===== config.mk =====
export PLATFORM = sky130hd
export DESIGN_NAME = csw_status_regs
export DESIGN_NICKNAME = d
export VERILOG_FILES = /design/src/rtl/csw_pkg.sv /design/src/rtl/csw_half_carry.sv /design/src/rtl/csw_status_regs.sv /design/src/rtl/csw_sticky_bits.sv
export SDC_FILE = /design/constraint.sdc
export NUM_CORES = 1
export LEC_CHECK = 0
export BUFFER_PORTS_ARGS = -buffer_cell sky130_fd_sc_hd__buf_4
export CAP_MARGIN = 30
export CORE_MARGIN = 2
export CORE_UTILIZATION = 48
export DETAILED_ROUTE_END_ITERATION = 7
export GPL_TIMING_DRIVEN = 0
export PLACE_DENSITY = 0.84
export SLEW_MARGIN = 25
export SYNTH_ARGS = -nofsm -noshare
export SYNTH_HDL_FRONTEND = slang
export SYNTH_HIERARCHICAL = 1
export SYNTH_SLANG_ARGS = --single-unit

===== constraint.sdc =====
create_clock -name pclk -period 1.9 [get_ports pclk]
set_clock_uncertainty 0.05 [all_clocks]
set_input_delay 0.285 -clock pclk [delete_from_list [all_inputs] [get_ports pclk]]
set_output_delay 0.285 -clock pclk [all_outputs]
set_load 0.02 [all_outputs]

===== src/rtl/csw_pkg.sv =====
// Shared offsets, bit positions, reset values and carrier types of the CPU status word block
package csw_pkg;

  // ----------------------------------------------------------------
  // Register offsets (byte addresses on the register bus)
  // ----------------------------------------------------------------
  localparam int unsigned ADDR_W = 12;
  localparam logic [11:0] OFF_STATUS = 12'h000;
  localparam logic [11:0] OFF_CORE_CTRL = 12'h004;
  localparam logic [11:0] OFF_INT_CTRL1 = 12'h008;
  localparam logic [11:0] OFF_IRQ_STAT = 12'h00c;
  localparam logic [11:0] OFF_IRQ_MASK = 12'h010;

  // ----------------------------------------------------------------
  // Field positions
  // ----------------------------------------------------------------
  localparam int unsigned BIT_OVF_A = 15;
  localparam int unsigned BIT_OVF_B = 14;
  localparam int unsigned BIT_SAT_A = 13;
  localparam int unsigned BIT_SAT_B = 12;
  localparam int unsigned BIT_ANY_OVF = 11;
  localparam int unsigned BIT_ANY_SAT = 10;
  localparam int unsigned BIT_LOOP = 9;
  localparam int unsigned BIT_HALF_CARRY = 8;
  localparam int unsigned BIT_PRIO_HI = 7;
  localparam int unsigned BIT_PRIO_LO = 5;
  localparam int unsigned BIT_RA = 4;
  localparam int unsigned BIT_ALU_HI = 3;
  localparam int unsigned BIT_PRIO_TOP = 3;
  localparam int unsigned BIT_NEST_DIS = 15;
  localparam int unsigned HC_BYTE_BIT = 4;
  localparam int unsigned HC_WORD_BIT = 8;

  // Interrupt event bits
  localparam int unsigned EV_OVF_A = 0;
  localparam int unsigned EV_OVF_B = 1;
  localparam int unsigned EV_SAT_A = 2;
  localparam int unsigned EV_SAT_B = 3;
  localparam int unsigned EV_W = 4;

  // ----------------------------------------------------------------
  // Reset values
  // ----------------------------------------------------------------
  localparam logic [15:0] RST_STATUS = 16'h0000;
  localparam logic RST_PRIO_TOP = 1'b0;
  localparam logic RST_NEST_DIS = 1'b0;
  localparam logic [3:0] RST_IRQ = 4'h0;

  // ----------------------------------------------------------------
  // Carrier types
  // ----------------------------------------------------------------
  typedef struct packed {
    logic upd_a;
    logic ovf_a;
    logic sat_a;
    logic upd_b;
    logic ovf_b;
    logic sat_b;
  } csw_dsp_ev_t;

  typedef struct packed {
    logic valid;
    logic byte_op;
    logic sub;
    logic [15:0] opa;
    logic [15:0] opb;
  } csw_alu_op_t;

  typedef struct packed {
    logic ovf_a;
    logic ovf_b;
    logic sat_a;
    logic sat_b;
    logic loop;
    logic half_carry;
    logic [2:0] prio_low;
    logic [3:0] alu_flags;
  } csw_status_t;

endpackage


===== src/rtl/csw_half_carry.sv =====
// Half carry / borrow detector for byte and word ALU results
`timescale 1ns/100ps
module csw_half_carry (
  // ALU operation
  input wire csw_pkg::csw_alu_op_t alu_op,
  // Result
  output logic half_carry
);

  logic [4:0] nib_res;
  logic [8:0] byte_res;

  // ----------------------------------------------------------------
  // Carry out of the fourth (byte op) or eighth (word op) bit
  // ----------------------------------------------------------------
  always_comb begin
    if (alu_op.sub) begin
      nib_res = {1'b0, alu_op.opa[3:0]} - {1'b0, alu_op.opb[3:0]};
      byte_res = {1'b0, alu_op.opa[7:0]} - {1'b0, alu_op.opb[7:0]};
    end else begin
      nib_res = {1'b0, alu_op.opa[3:0]} + {1'b0, alu_op.opb[3:0]};
      byte_res = {1'b0, alu_op.opa[7:0]} + {1'b0, alu_op.opb[7:0]};
    end
    half_carry = alu_op.byte_op ? nib_res[csw_pkg::HC_BYTE_BIT] : byte_res[csw_pkg::HC_WORD_BIT];
  end

endmodule


===== src/rtl/csw_status_regs.sv =====
// CPU status word with accumulator flags, priority bits and an APB register port
//
// What this block does
// - Bits 15 and 14 show overflow of accumulator A and B, else zero.
// - Bits 13 and 12 latch accumulator saturation and hold until cleared.
// - Bit 11 reads one when either accumulator overflowed, zero otherwise.
// - Bit 10 reads one when either sticky saturation flag is set.
// - Writes change bits 13 and 12 directly; writing zero to bit 10 clears both.
// - Bit 9 is read-only, one while a hardware loop runs.
// - Bit 8 holds carry or borrow from bit three (byte) or seven (word).
// - Priority level is the control top bit above status bits 7 to 5.
// - User interrupts are blocked while the top priority bit is one.
// - Bits 7 to 5 ignore writes while nesting disable is set.
`timescale 1ns/100ps
module csw_status_regs (
  // Clock and reset
  input wire logic pclk,
  input wire logic presetn,
  // APB slave
  input wire logic psel,
  input wire logic penable,
  input wire logic pwrite,
  input wire logic [11:0] paddr,
  input wire logic [31:0] pwdata,
  input wire logic [3:0] pstrb,
  output logic pready,
  output logic [31:0] prdata,
  output logic pslverr,
  // CPU datapath inputs
  input wire csw_pkg::csw_dsp_ev_t dsp_ev,
  input wire csw_pkg::csw_alu_op_t alu_op,
  input wire logic loop_active,
  // Status and priority outputs
  output logic [15:0] cpu_status_word,
  output logic [3:0] cpu_priority,
  output logic user_irq_block,
  output logic irq
);

  // ----------------------------------------------------------------
  // State
  // ----------------------------------------------------------------
  typedef struct packed {
    csw_pkg::csw_status_t st;
    logic prio_top;
    logic nest_dis;
    logic [csw_pkg::EV_W-1:0] irq_mask;
    logic [31:0] prdata;
    logic pslverr;
  } csw_state_t;

  csw_state_t q, d;

  logic half_carry;
  logic [csw_pkg::EV_W-1:0] irq_stat;
  logic [csw_pkg::EV_W-1:0] ev_set;
  logic [csw_pkg::EV_W-1:0] ev_clr;
  logic [15:0] csw_word;
  logic setup_ph;
  logic wr_acc;
  logic wr_st_hi;
  logic wr_st_lo;
  logic wr_core;
  logic wr_int_ctrl;
  logic wr_irq_mask;
  logic wr_irq_stat;

  // ----------------------------------------------------------------
  // Address decode
  // ----------------------------------------------------------------
  function automatic logic addr_hit(input logic [11:0] addr, input logic [11:0] off);
    addr_hit = (addr == off);
  endfunction

  function automatic logic addr_mapped(input logic [11:0] addr);
    addr_mapped = addr_hit(addr, csw_pkg::OFF_STATUS) || addr_hit(addr, csw_pkg::OFF_CORE_CTRL) ||
                  addr_hit(addr, csw_pkg::OFF_INT_CTRL1) || addr_hit(addr, csw_pkg::OFF_IRQ_STAT) ||
                  addr_hit(addr, csw_pkg::OFF_IRQ_MASK);
  endfunction

  assign setup_ph = psel && !penable;
  assign wr_acc = psel && penable && pwrite && addr_mapped(paddr);
  assign wr_st_hi = wr_acc && addr_hit(paddr, csw_pkg::OFF_STATUS) && pstrb[1];
  assign wr_st_lo = wr_acc && addr_hit(paddr, csw_pkg::OFF_STATUS) && pstrb[0];

  // Decoded once so the next-state logic and the checks agree on what a write hits
  assign wr_core = wr_acc && addr_hit(paddr, csw_pkg::OFF_CORE_CTRL) && pstrb[0];
  assign wr_int_ctrl = wr_acc && addr_hit(paddr, csw_pkg::OFF_INT_CTRL1) && pstrb[1];
  assign wr_irq_mask = wr_acc && addr_hit(paddr, csw_pkg::OFF_IRQ_MASK) && pstrb[0];
  assign wr_irq_stat = wr_acc && addr_hit(paddr, csw_pkg::OFF_IRQ_STAT) && pstrb[0];

  // ----------------------------------------------------------------
  // Status word assembly
  // ----------------------------------------------------------------
  always_comb begin
    csw_word = csw_pkg::RST_STATUS;
    csw_word[csw_pkg::BIT_OVF_A] = q.st.ovf_a;
    csw_word[csw_pkg::BIT_OVF_B] = q.st.ovf_b;
    csw_word[csw_pkg::BIT_SAT_A] = q.st.sat_a;
    csw_word[csw_pkg::BIT_SAT_B] = q.st.sat_b;
    csw_word[csw_pkg::BIT_ANY_OVF] = q.st.ovf_a | q.st.ovf_b;
    csw_word[csw_pkg::BIT_ANY_SAT] = q.st.sat_a | q.st.sat_b;
    csw_word[csw_pkg::BIT_LOOP] = q.st.loop;
    csw_word[csw_pkg::BIT_HALF_CARRY] = q.st.half_carry;
    csw_word[csw_pkg::BIT_PRIO_HI:csw_pkg::BIT_PRIO_LO] = q.st.prio_low;
    csw_word[csw_pkg::BIT_RA] = 1'b0;
    csw_word[csw_pkg::BIT_ALU_HI:0] = q.st.alu_flags;
  end

  // ----------------------------------------------------------------
  // Half carry and interrupt flags
  // ----------------------------------------------------------------
  csw_half_carry u_half_carry (
    .alu_op(alu_op),
    .half_carry(half_carry)
  );

  // Events fire on a flag's rising edge only, so a held overflow raises one interrupt
  always_comb begin
    ev_set = '0;
    ev_set[csw_pkg::EV_OVF_A] = dsp_ev.upd_a && dsp_ev.ovf_a && !q.st.ovf_a;
    ev_set[csw_pkg::EV_OVF_B] = dsp_ev.upd_b && dsp_ev.ovf_b && !q.st.ovf_b;
    ev_set[csw_pkg::EV_SAT_A] = dsp_ev.sat_a && !q.st.sat_a;
    ev_set[csw_pkg::EV_SAT_B] = dsp_ev.sat_b && !q.st.sat_b;
    ev_clr = '0;
    if (wr_irq_stat) begin
      ev_clr = pwdata[csw_pkg::EV_W-1:0];
    end
  end

  csw_sticky_bits #(
    .W(csw_pkg::EV_W)
  ) u_irq_flags (
    .pclk(pclk),
    .presetn(presetn),
    .set(ev_set),
    .clr(ev_clr),
    .flags(irq_stat)
  );

  // ----------------------------------------------------------------
  // Next state
  // ----------------------------------------------------------------
  always_comb begin
    d = q;
    // Software writes first; hardware updates below take priority
    if (wr_st_hi) begin
      d.st.ovf_a = pwdata[csw_pkg::BIT_OVF_A] & pwdata[csw_pkg::BIT_ANY_OVF];
      d.st.ovf_b = pwdata[csw_pkg::BIT_OVF_B] & pwdata[csw_pkg::BIT_ANY_OVF];
      d.st.sat_a = pwdata[csw_pkg::BIT_SAT_A] & pwdata[csw_pkg::BIT_ANY_SAT];
      d.st.sat_b = pwdata[csw_pkg::BIT_SAT_B] & pwdata[csw_pkg::BIT_ANY_SAT];
      d.st.half_carry = pwdata[csw_pkg::BIT_HALF_CARRY];
    end
    if (wr_st_lo) begin
      if (!q.nest_dis) begin
        d.st.prio_low = pwdata[csw_pkg::BIT_PRIO_HI:csw_pkg::BIT_PRIO_LO];
      end
      d.st.alu_flags = pwdata[csw_pkg::BIT_ALU_HI:0];
    end
    if (wr_core) begin
      d.prio_top = pwdata[csw_pkg::BIT_PRIO_TOP];
    end
    if (wr_int_ctrl) begin
      d.nest_dis = pwdata[csw_pkg::BIT_NEST_DIS];
    end
    if (wr_irq_mask) begin
      d.irq_mask = pwdata[csw_pkg::EV_W-1:0];
    end
    // Hardware wins over a software write in the same cycle, so no update is lost
    if (dsp_ev.upd_a) begin
      d.st.ovf_a = dsp_ev.ovf_a;
    end
    if (dsp_ev.upd_b) begin
      d.st.ovf_b = dsp_ev.ovf_b;
    end
    if (dsp_ev.sat_a) begin
      d.st.sat_a = 1'b1;
    end
    if (dsp_ev.sat_b) begin
      d.st.sat_b = 1'b1;
    end
    if (alu_op.valid) begin
      d.st.half_carry = half_carry;
    end
    d.st.loop = loop_active;
    // Read data is caught in the setup phase; a same-cycle flag update shows on the next read
    if (setup_ph) begin
      d.pslverr = !addr_mapped(paddr);
      d.prdata = 32'h0000_0000;
      if (!pwrite) begin
        if (addr_hit(paddr, csw_pkg::OFF_STATUS)) begin
          d.prdata[15:0] = csw_word;
        end else if (addr_hit(paddr, csw_pkg::OFF_CORE_CTRL)) begin
          d.prdata[csw_pkg::BIT_PRIO_TOP] = q.prio_top;
        end else if (addr_hit(paddr, csw_pkg::OFF_INT_CTRL1)) begin
          d.prdata[csw_pkg::BIT_NEST_DIS] = q.nest_dis;
        end else if (addr_hit(paddr, csw_pkg::OFF_IRQ_STAT)) begin
          d.prdata[csw_pkg::EV_W-1:0] = irq_stat;
        end else if (addr_hit(paddr, csw_pkg::OFF_IRQ_MASK)) begin
          d.prdata[csw_pkg::EV_W-1:0] = q.irq_mask;
        end
      end
    end
  end

  always_ff @(posedge pclk or negedge presetn) begin
    if (!presetn) begin
      q <= '0;
      q.prio_top <= csw_pkg::RST_PRIO_TOP;
      q.nest_dis <= csw_pkg::RST_NEST_DIS;
      q.irq_mask <= csw_pkg::RST_IRQ;
    end else begin
      q <= d;
    end
  end

  // ----------------------------------------------------------------
  // Outputs
  // ----------------------------------------------------------------
  assign pready = 1'b1;
  assign prdata = q.prdata;
  assign pslverr = q.pslverr && psel && penable;
  assign cpu_status_word = csw_word;
  assign cpu_priority = {q.prio_top, q.st.prio_low};
  assign user_irq_block = q.prio_top;
  assign irq = |(irq_stat & q.irq_mask);
endmodule


===== src/rtl/csw_sticky_bits.sv =====
// Sticky event flags, set by hardware and cleared by writing ones
`timescale 1ns/100ps
module csw_sticky_bits #(
  parameter int unsigned W = csw_pkg::EV_W
) (
  // Clock and reset
  input wire logic pclk,
  input wire logic presetn,
  // Set and clear
  input wire logic [W-1:0] set,
  input wire logic [W-1:0] clr,
  // Flags
  output logic [W-1:0] flags
);

  typedef struct packed {
    logic [W-1:0] flags;
  } csw_sticky_state_t;

  csw_sticky_state_t q, d;

  if (W < 1 || W > 32) begin : g_bad_width
    $error("csw_sticky_bits: W must be 1 to 32");
  end

  // Set wins over a clear in the same cycle so no event is lost
  always_comb begin
    d = q;
    d.flags = (q.flags & ~clr) | set;
  end

  always_ff @(posedge pclk or negedge presetn) begin
    if (!presetn) begin
      q <= '0;
    end else begin
      q <= d;
    end
  end

  assign flags = q.flags;

endmodule


Yosys cells after proc, flatten, opt, wreduce, memory -nomap -nowiden

Index checks and enable logic that the tools add are counted.

Reductions and logical operators: 41
Bitwise logic cells: 11
Eq/ne operators: 4
Add/subtract/negate cells: 4
Multiplexer cells: 22

Operators by type and width:

| cell                  | number |
|---|---|
| $eq A12 B4 Y1 const B | 2 |
| $mux W4               | 6 |
| $logic_and A1 B1 Y1   | 23 |
| $mux W16              | 1 |
| $eq A12 B3 Y1 const B | 1 |
| $eq A12 B5 Y1 const B | 1 |
| $logic_not A12 Y1     | 1 |
| $mux W1               | 11 |
| $mux W11              | 1 |
| $reduce_bool A2 Y1    | 5 |
| $add A8 B8 Y9         | 1 |
| $mux W9               | 1 |
| $sub A8 B8 Y9         | 1 |
| $and A4 B4 Y4         | 2 |
| $logic_not A1 Y1      | 6 |
| $add A4 B4 Y5         | 1 |
| $mux W5               | 1 |
| $sub A4 B4 Y5         | 1 |
| $and A1 B1 Y1         | 4 |
| $logic_or A1 B1 Y1    | 4 |
| $not A4 Y4            | 1 |
| $or A4 B4 Y4          | 1 |
| $reduce_or A4 Y1      | 1 |
| $mux W3               | 1 |
| other kinds (3)       | 4 |

Bits in registers: 40
Word-level logic and storage cells: 96
Output and inout port bits: 56
Input bits: 95

Longest topological paths before layout

Gate-level depths: netlist of the first run.

Depth after elaboration: 12
Gate-level depth with buffers: 13
Gate-level depth less buffers: 13

Hierarchy

Netlist of the first run, hierarchy kept.

By module, submodules not included:

| module          | area an instance (µm²) | instances | cells an instance | sequential area each (µm²) |
|---|---|---|---|---|
| csw_status_regs | 2117.0                 | 1         | 207               | 875.8 |
| csw_half_carry  | 421.7                  | 1         | 59                | 0.0 |
| csw_sticky_bits | 145.1                  | 1         | 12                | 100.1 |

Least setup slack after synthesis of the first run

No wires, ideal clock.

Path type: in2reg
Start: input port alu_op[0] in the netlist's numbering
End: register q (netlist bit cpu_status_word[8])
Stages: 13
Buffers on the path: 0
Arrival: 2.194 ns
Required time: 1.771 ns
Setup time: 0.079 ns
Path slack: -0.424 ns
Cell sequence: inv_1 -> ha_1 -> nor3b_1 -> a21oi_1 -> xnor2_1 -> ha_1 -> nand3_1 -> nor2_1 -> a21oi_1 -> mux2_4 -> a22oi_2 -> inv_1 -> a2bb2oi_1

Word-level cells in the longest chain between the ends: 4
Elaborated cells on any way between the ends: 8

RTL lines:

| what                                        | RTL line               | source |
|---|---|---|
| from (decl)                                 | csw_status_regs.sv:31  | `input wire csw_pkg::csw_alu_op_t alu_op,` |
| $add A8 B8 Y9, or another cell as far along | csw_half_carry.sv:22   | `byte_res = {1'b0, alu_op.opa[7:0]} + {1'b0, alu_op.opb[7:0]};` |
| $mux W9 or $mux W5 (tied branches)          | csw_half_carry.sv:17   | `if (alu_op.sub) begin` |
| $mux W1 (*)                                 | csw_half_carry.sv:24   | `half_carry = alu_op.byte_op ? nib_res[csw_pkg::HC_BYTE_BIT] : byte_res[csw_pkg::HC_WORD_BIT];` |
| via half_carry                              | csw_status_regs.sv:54  | `logic half_carry;` |
| $mux W1 (*)                                 | csw_status_regs.sv:182 | `if (alu_op.valid) begin` |
| to (decl)                                   | csw_status_regs.sv:52  | `csw_state_t q, d;` |

The timed path passes the listed nets; every way through them passes the cells marked *.
A chain may end at the register's enable or synchronous reset.

Worst setup path after layout of the first run

Start: input port alu_op[1] in the netlist's numbering
End: register q (netlist bit cpu_status_word[8])

The elaborated chain is that of the path after synthesis.

==> flow_metrics.tcl, run 1 <==
set metrics [dict create \
    critical_path_peak_fanout 4 \
    antenna_found_initial 0 \
    synth_cell_types 51 \
    rows 27 \
    path_class "input port to flip-flop" \
    p_total_w 0.00189 \
    routabilityCongestion 0.926 \
    cts_buffer_depth 2 \
    synth-seq-cells 39 \
    crit_path_frequent_cell "a21oi_2" \
    fmax_ghz 0.472 \
    wl_per_cell_microns 13.7 \
    dp_hpwl_microns 5040 \
    worst_slew_pin_slew_ns 0.520 \
    finalCritPeriodShare_pct 112 \
    path_cells "buf_12, inv_12, ha_4, nor3b_4, nor2_2, xnor2_1, ha_1, a21oi_2, nor2_1, a21oi_2, mux2_4, a22oi_2, inv_1, a2bb2oi_2" \
    min_period_ns 2.12 \
    cts_root_buf "clkbuf_8" \
    nNetsFinal 500 \
    slew_headroom_pct 65.1 \
    holdWs_ns 0.0435 \
    drt-total-wl_microns 6450 \
    critPathTopFamily "compound AO/OA/AOI/OAI gates" \
    cp-start-kind "input port" \
    setup_ws_ns -0.219 \
    grt_overflow 0 \
    ioPinCount 151 \
    n_antenna_cell 0 \
    cts_tree "yes" \
    slew_violations 0 \
    cts_max_level 2 \
    synth_seq_area_share_pct 36.4 \
    die-area_sq_um 6210 \
    maxCapViolations 0 \
    cts_sinks 39 \
    ys_warn_count 6 \
    port_buffers 92 \
    critPathBufInv 3 \
    track_usage_pct 20.8 \
    dr_total_vias 2364 \
    final_cells 470 \
    p_leak_nw 1.90 \
    powerDensity_nw_per_um2 502 \
    area_growth_syn_to_layout_pct 40.5 \
    netlist_area_sq_um 2680 \
    remaining_drc_errors 0 \
    rsz0062_at_grt "true" \
    syn_inst 278 \
    finalSetupViolCount 1 \
    drtIter0Drc 109 \
    cts_made_buffers 5 \
    ir_worst_vdd_uv 311 \
    clk_transition_reported_paths_ns 0.08 \
    crit_required_ns 2.08 \
    fp.coreArea_sq_um 5440 \
    dpl_worst_slack_ns -0.669 \
    ant_nets 0 \
    start_util_pct 49.3 \
    dr.pass1.iters 4 \
    cp_slowest_stage_delay_ns 0.32 \
    viasPerCell 5.03 \
    finalSetupTns_ns -0.219 \
    dp_cells 459 \
    fp.dieW_microns 78.8 \
    cp_data_arrival_time_ns 2.30 \
    status "finished with violations" \
    grt_max_degree 40 \
    failed_checks "negative setup slack" \
    die-height_microns 78.8 \
    syn_area_per_cell_sq_um 9.65 \
    crit_path_end_kind "flip-flop" \
    drive_above_1_share_pct 50.8 \
    clkLatencyLatePin_ns 0.29 \
    hp-class "input port to flip-flop" \
    grt_pass1_wl_microns 10200 \
    finalHoldViolations 0 \
    cpMaxStageDelayCell "mux2_4" \
    grt_pass1_vias 2267 \
]
==> flip-flops by register name, summed over array words and instances, names as in the netlist <==
signal and cells:
cpu_priority 3, cpu_status_word 10, prdata 15, q 6, u_irq_flags/flags 4, user_irq_block 1
==> path summary, 6_finish.rpt <==
check                                   from                             end  slack [ns]  cells after the start
max                                alu_op[1]  cpu_status_word[8]$_DFFE_PN0P_       -0.22                     14
min                              loop_active    cpu_status_word[9]$_DFF_PN0_        0.04                      1
max reg2reg                q[37]$_DFFE_PN0P_     cpu_priority[1]$_DFFE_PN0P_        0.52                      2
min reg2reg                 q[0]$_DFFE_PN0P_                q[0]$_DFFE_PN0P_        0.43                      1
max in group asynchronous            presetn  u_irq_flags/flags[2]$_DFF_PN0_        1.03                      2
min in group asynchronous            presetn           prdata[2]$_DFFE_PN0P_        0.43                      2
==> stage by stage <==
step	area (sq um)	utilization, %
CTS	3750	68.9
detailed placement	3570	65.7
global placement	3570	65.7
global route	3770	69.3
finish	3770	69.3
floorplan	2790	-
==> kinds of logic after synthesis <==
group / after synthesis / share of synthesized area, %
and+or+nand+nor: 80 / 17.9
buffers and inverters: 69 / 17.2
DFF: 39 / 36.4
AOI/OAI and AO/OA: 56 / 15.0
other: 2 / 0.280
muxes: 18 / 7.51
adders and majority gates: 8 / 3.73
xor gates and xnor gates: 6 / 1.96
==> what timing repair did <==
action	4_1_cts	5_1_grt
pin swaps	12	6
resized for setup	14	5
hold endpoints to repair	39	0
setup endpoints to repair	1	5
hold buffers	1	0
setup buffers	2	0
==> per-layer routing <==
metal / vias to the layer above / track usage [%] / routed length [microns]
li1: 1156 / - / -
met2: 82 / 37.8 / 3330
met1: 1105 / 24.0 / 2520
met4: 0 / 8.25 / 212
met3: 21 / 4.09 / 379
met5: - / 0 / 0
==> where the power goes <==
part / switching (W) / internal [W]
Combinational: 0.000248 / 0.000249
Sequential: 0.0000138 / 0.000844
Clock: 0.000285 / 0.000251
Total: 0.000547 / 0.00134
==> synthesized netlist by cell type (all sizes together) <==
| library cell | n | area share (%) |
|---|---|---|
| a2111oi | 1 | 0.33 |
| a211oi | 2 | 0.56 |
| a21boi | 1 | 0.28 |
| a21o | 6 | 1.7 |
| a21oi | 13 | 2.4 |
| a221oi | 1 | 0.33 |
| a22o | 10 | 3.3 |
| a22oi | 6 | 1.9 |
| a2bb2oi | 4 | 1.3 |
| a31o | 2 | 0.65 |
| and2 | 6 | 1.4 |
| and2b | 1 | 0.28 |
| and3 | 2 | 0.51 |
| and4 | 1 | 0.33 |
| buf | 55 | 15 |
| clkbuf | 2 | 0.28 |
| conb | 2 | 0.28 |
| dfrtp | 39 | 36 |
| ha | 8 | 3.7 |
| inv | 12 | 1.7 |
| mux2 | 14 | 6.0 |
| mux2i | 4 | 1.5 |
| nand2 | 12 | 1.7 |
| nand2b | 3 | 0.70 |
| nand3 | 3 | 0.75 |
| nand4 | 4 | 0.93 |
| nor2 | 20 | 3.1 |
| nor2b | 4 | 0.93 |
| nor3 | 9 | 2.1 |
| nor3b | 3 | 1.0 |
| nor4 | 6 | 2.5 |
| o2111ai | 1 | 0.33 |
| o21ai | 6 | 1.1 |
| o31ai | 2 | 0.56 |
| o41ai | 1 | 0.33 |
| or2 | 2 | 0.47 |
| or3 | 2 | 0.65 |
| or3b | 1 | 0.33 |
| or4 | 1 | 0.28 |
| xnor2 | 6 | 2.0 |
==> area by class of cell <==
cell class / count / area, sq um
Clock buffer: 5 / 68.8
Sequential cell: 39 / 976
Inverter: 12 / 62.6
Multi-Input combinational cell: 187 / 1400
Fill cell: 438 / 1670
Tap cell: 72 / 90.1
Buffer: 57 / 419
Timing Repair Buffer: 95 / 736
Clock inverter: 3 / 15.0
==> placed cells by master (no fill, tap or decap), drive strengths merged, types with 7 or more instances in the layout <==
cell / n
nor3: 9
clkbuf: 7
conb: 19
buf: 149
nor2: 20
a22o: 10
inv: 12
ha: 8
a21oi: 13
mux2: 14
dfrtp: 39
nand2: 12
==> worst reg2reg max path: cells and delay by family, from the launching register on <==
family | cells | cell delay (ns)
DFF | 1 | 0.43
and+or+nand+nor | 1 | 0.41
muxes | 1 | 0.37
No activity file was read; power rests on OpenSTA's default activity.
==> run 2, diff against run 1 <==
Settings changed: CORE_UTILIZATION 48 to 47, SYNTH_HIERARCHICAL 1 to not set.
==> flow_metrics.tcl, run 2 <==
set metrics [dict create \
    clk_transition_reported_paths_ns 0.07 \
    critical_path_peak_fanout 5 \
    port_buffers 92 \
    final_cell_mix "buf_4, dfrtp_1, conb_1, nand2_1, mux2_2" \
    maxCapViolations 0 \
    slew_headroom_pct 62.4 \
    rsz0062_at_grt "true" \
    dp_hpwl_microns 4720 \
    dr.pass1.iters 4 \
    synth_top_cell_area_share_pct 39.0 \
    grt_max_degree 40 \
    synthAdderAreaFrac_pct 4.00 \
    grt_pass1_wl_microns 10200 \
    cts_buffer_depth 2 \
    setup_ws_ns -0.142 \
    fp.dieW_microns 77.0 \
    fmax_ghz 0.490 \
    syn_inst 253 \
    cts_root_buf "clkbuf_8" \
    remaining_drc_errors 0 \
    die-area_sq_um 5930 \
    fp.coreArea_sq_um 5140 \
    failed_checks "negative setup slack" \
    drive_above_1_share_pct 56.9 \
    cp_data_arrival_time_ns 2.22 \
    synth_common_cells "buf_4, dfrtp_1, nand2_1, mux2_2, nor2_1" \
    hp-start "loop_active" \
    track_usage_pct 21.3 \
    largest_register_ffs 15 \
    synth.mux.area_fraction_pct 9.20 \
    path_class "input port to flip-flop" \
    slew_violations 0 \
    dominantRegCellSynth "dfrtp_1" \
    area_growth_syn_to_layout_pct 48.0 \
    cts_tree "yes" \
    synth_compound_area_share_pct 14.1 \
    dp_cells 432 \
    fin_area_sq_um 3700 \
    final_cells 446 \
    drtIter0Drc 118 \
    crit_path_end_kind "flip-flop" \
    yosys-top-cells-area "dfrtp_1, buf_4, mux2_2" \
    min_period_ns 2.04 \
    post_dp_cell_area_sq_um 3360 \
    start_util_pct 48.7 \
    synth-seq-cells 39 \
    r2r_setup_slack_ns 0.42 \
    cts_made_buffers 5 \
    finalSetupViolCount 19 \
    hp-class "input port to flip-flop" \
    synth.most_common_cell "buf_4" \
    cp-start-kind "input port" \
    ir_worst_vdd_uv 496 \
    cts_sinks 39 \
    clkLatencyLatePin_ns 0.29 \
    cts_max_level 2 \
    netlist_area_sq_um 2500 \
    synthSimpleGateAreaFrac_pct 13.5 \
    antenna_found_initial 0 \
    dpl_worst_slack_ns -0.538 \
    viasPerCell 4.97 \
    drt-total-wl_microns 6320 \
    p_leak_nw 1.93 \
    grt_pass1_vias 2191 \
    finalHoldViolations 0 \
    worst_slew_pin_slew_ns 0.564 \
    syn_area_per_cell_sq_um 9.90 \
    status "finished with violations" \
    ioPinCount 151 \
    ys_warn_count 0 \
    crit_start "paddr[7]" \
    grt_overflow 0 \
    synth_top_family_by_area "buffers and inverters" \
    layout_commonest_cell "buf_4" \
    synth_edf_count 0 \
    yosys.area.top_type "dfrtp_1" \
    finalCritPeriodShare_pct 107 \
    wl_per_cell_microns 14.2 \
    synth_xor_area_share_pct 2.10 \
    timing.rr.start "q[36]$_DFFE_PN0P_" \
    ant_nets 0 \
    powerDensity_nw_per_um2 541 \
    synth_cell_types 45 \
    die-height_microns 77.0 \
    routabilityCongestion 0.857 \
    crit_required_ns 2.08 \
    nNetsFinal 478 \
    n_antenna_cell 0 \
    dr_total_vias 2217 \
    synth_seq_area_share_pct 39.0 \
    async_flop_share_pct 100 \
    rows 26 \
]
## run 2: cell types whose count changed in the layout (fill, tap and decap cells not counted), moves of 4 or more
| cell | delta |
|---|---|
| a21o_1 | -5 |
| a21oi_1 | -7 |
| a22o_1 | -8 |
| a22o_2 | +6 |
| a22o_4 | +4 |
| and2_1 | -4 |
| buf_6 | +4 |
| inv_1 | -4 |
| nand2_1 | +5 |
| nor2_1 | -5 |
| nor3_1 | -5 |
## run 2: cells by family (layout without fill, tap and decap cells)
kind of cell	count (synthesis)	in the layout
AND/OR/NAND/NOR	65	65
other	2	19
flip-flops	39	39
XOR/XNOR	6	6
adder cells (fa/ha/maj)	8	8
buffers and inverters	66	172
AO/OA/AOI/OAI	46	46
multiplexers	21	21
## run 2: stage by stage
step           hold slack [ns]  utilization (%)  power (W)  TNS, ns
2_1_floorplan          -0.0606                -    0.00109    -3.64
5_1_grt                 0.0369             72.1    0.00209    -3.02
3_5_place_dp             0.231             65.4    0.00126   -12.77
6_report                0.0553             72.1    0.00200    -1.83
3_3_place_gp             0.230             65.4    0.00125   -12.78
4_1_cts                 0.0497             70.4    0.00199    -2.00
## run 2: where the power goes
part           internal [W]  switching (W)  leakage [nW]
clock network      0.000425       0.000290        0.0612
logic              0.000215       0.000214          1.36
registers          0.000845      0.0000157         0.510
total               0.00149       0.000519          1.93
## run 2: routing by layer
metal | wire length (microns) | GRT usage, %
met1 | 2370 | 25.0
met2 | 3350 | 38.9
met3 | 536 | 5.06
met4 | 68 | 5.18
met5 | 0 | 0
## run 2: what timing repair did
action | CTS | global route
setup endpoints to repair | 19 | 29
pin swaps | 11 | 11
buffers inserted | 3 | 1
gates cloned | 1 | 0
endpoints found under the hold margin | 39 | 0
gates resized for setup | 27 | 19
hold buffers | 1 | 0
## run 2: worst paths after layout
path / depth (start not counted) / end
setup / recovery: 7 / prdata[7]$_DFFE_PN0P_
hold / removal: 1 / cpu_status_word[9]$_DFF_PN0_
setup reg to reg: 5 / prdata[3]$_DFFE_PN0P_
hold reg to reg: 2 / prdata[0]$_DFFE_PN0P_
max in group asynchronous: 2 / cpu_priority[1]$_DFFE_PN0P_
min in group asynchronous: 2 / prdata[15]$_DFFE_PN0P_
## run 2: final cells by class
type                       count  area (sq um)
clock buffer                   6          82.6
inverter                       8          35.0
buffer                        58           418
fill                         399          1440
sequential                    39           976
timing repair buffer          98           761
multi-input combinational    165          1310
tap                           70          87.6
clock inverter                 2          35.0
## run 2: critical path: stages
cell and delay (ns):
buf_6 0.09, or4_4 0.53, or3_4 0.36, or4_4 0.52, nor2b_4 0.16, buf_6 0.14
a22o_2 0.13
==> run 3, diff against run 2 <==
Settings changed: MAX_ROUTING_LAYER set to met4.
==> flow_metrics.tcl, run 3 (same netlist as run 2, synthesis figures left out) <==
set metrics [dict create \
    n_antenna_cell 0 \
    wl_per_cell_microns 14.2 \
    viasPerCell 4.94 \
    nFillCells 399 \
    cts_root_buf "clkbuf_8" \
    cts_made_buffers 5 \
    failed_checks "negative setup slack" \
    setup_ws_ns -0.144 \
    ir_worst_vdd_uv 496 \
    largest_register_ffs 15 \
    clk_transition_reported_paths_ns 0.07 \
    drt-total-wl_microns 6330 \
    area_growth_syn_to_layout_pct 48.0 \
    min_period_ns 2.04 \
    die-height_microns 77.0 \
    critical_path_peak_fanout 5 \
    final_cell_mix "buf_4, dfrtp_1, conb_1, nand2_1, mux2_2" \
    ioPinCount 151 \
    finalCritPeriodShare_pct 108 \
    cts_sinks 39 \
    grt_overflow 0 \
    die-area_sq_um 5930 \
    cts_max_level 2 \
    post_dp_cell_area_sq_um 3360 \
    grt_pass1_wl_microns 10200 \
    finalHoldViolations 0 \
    dr_total_vias 2204 \
    drtIter0Drc 116 \
    crit_required_ns 2.07 \
    slew_headroom_pct 61.3 \
    drive_above_1_share_pct 56.9 \
    finalSetupViolCount 21 \
    dpl_worst_slack_ns -0.538 \
    cts_buffer_depth 2 \
    p_leak_nw 1.93 \
    cp_data_arrival_time_ns 2.22 \
    rows 26 \
    path_class "input port to flip-flop" \
    layout_commonest_cell "buf_4" \
    start_util_pct 48.7 \
    track_usage_pct 21.8 \
    dr.pass1.iters 4 \
    ant_nets 0 \
    grt_pass1_vias 2200 \
    antenna_found_initial 0 \
    crit_path_end_kind "flip-flop" \
    rsz0062_at_grt "true" \
    fp.coreArea_sq_um 5140 \
    clkLatencyLatePin_ns 0.29 \
    dp_hpwl_microns 4720 \
    maxCapViolations 0 \
    fin_area_sq_um 3700 \
    slew_violations 0 \
    status "finished with violations" \
    powerDensity_nw_per_um2 541 \
    remaining_drc_errors 0 \
    fmax_ghz 0.489 \
    worst_slew_pin_slew_ns 0.580 \
    hp-class "input port to flip-flop" \
    grt_max_degree 40 \
    cts_tree "yes" \
    cp-start-kind "input port" \
    fp.dieW_microns 77.0 \
    port_buffers 92 \
    nNetsFinal 478 \
    routabilityCongestion 0.871 \
]
## run 3: through the flow
stage,power [W],hold slack [ns],util [%],cells,setup TNS [ns]
floorplan,0.00109,-0.0606,-,270,-3.64
global placement,0.00125,0.230,65.4,432,-12.78
detailed placement,0.00126,0.231,65.4,432,-12.77
CTS,0.00199,0.0497,70.4,445,-2.00
global route,0.00209,0.0370,72.1,446,-3.02
finish,0.00200,0.0549,72.1,446,-1.93
## run 3: where the power goes
group	internal, W	switching [W]	total [W]
clock network	0.000425	0.000289	0.000714
registers	0.000845	0.0000157	0.000861
logic	0.000215	0.000214	0.000429
total	0.00149	0.000519	0.00200
## run 3: what timing repair did
| item | 4_1_cts | 5_1_grt |
|---|---|---|
| setup buffers | 3 | 1 |
| endpoints found under the hold margin | 39 | 0 |
| gates cloned | 1 | 0 |
| gates resized for setup | 27 | 19 |
| hold buffers | 1 | 0 |
| pin swaps | 11 | 11 |
| endpoints found under the setup margin | 19 | 29 |
## run 3: cell type report
cell class	count	area [sq um]	share of cell area, %
Clock buffer	6	82.6	2.23
Clock inverter	2	35.0	0.946
Sequential cell	39	976	26.3
Inverter	8	35.0	0.946
Tap cell	70	87.6	2.36
Timing Repair Buffer	98	761	20.5
Multi-Input combinational cell	165	1310	35.4
Buffer	58	418	11.3
## run 3: layer usage
metal	part of all wire (%)	up-vias	GRT usage (%)
met5	0	-	-
met4	1.1	0	5.18
met3	7.1	6	4.35
met2	53	94	39.1
met1	39	1040	25.2
li1	-	1064	-
## run 3: path summary, 6_finish.rpt
check / slack, ns / end / cells past startpoint / from
max reg2reg: 0.41 / prdata[3]$_DFFE_PN0P_ / 5 / q[36]$_DFFE_PN0P_
min reg2reg: 0.44 / q[0]$_DFFE_PN0P_ / 1 / q[0]$_DFFE_PN0P_
min: 0.05 / cpu_status_word[9]$_DFF_PN0_ / 1 / loop_active
min in group asynchronous: 0.45 / prdata[15]$_DFFE_PN0P_ / 2 / presetn
max in group asynchronous: 1.01 / cpu_priority[1]$_DFFE_PN0P_ / 2 / presetn
max: -0.14 / prdata[14]$_DFFE_PN0P_ / 7 / paddr[7]
## run 3: worst max-delay path, stage by stage
cell and delay, ns:
buf_6 0.09, or4_4 0.53, or3_4 0.36, or4_4 0.52
nor2b_4 0.16, buf_6 0.14, a22o_2 0.12
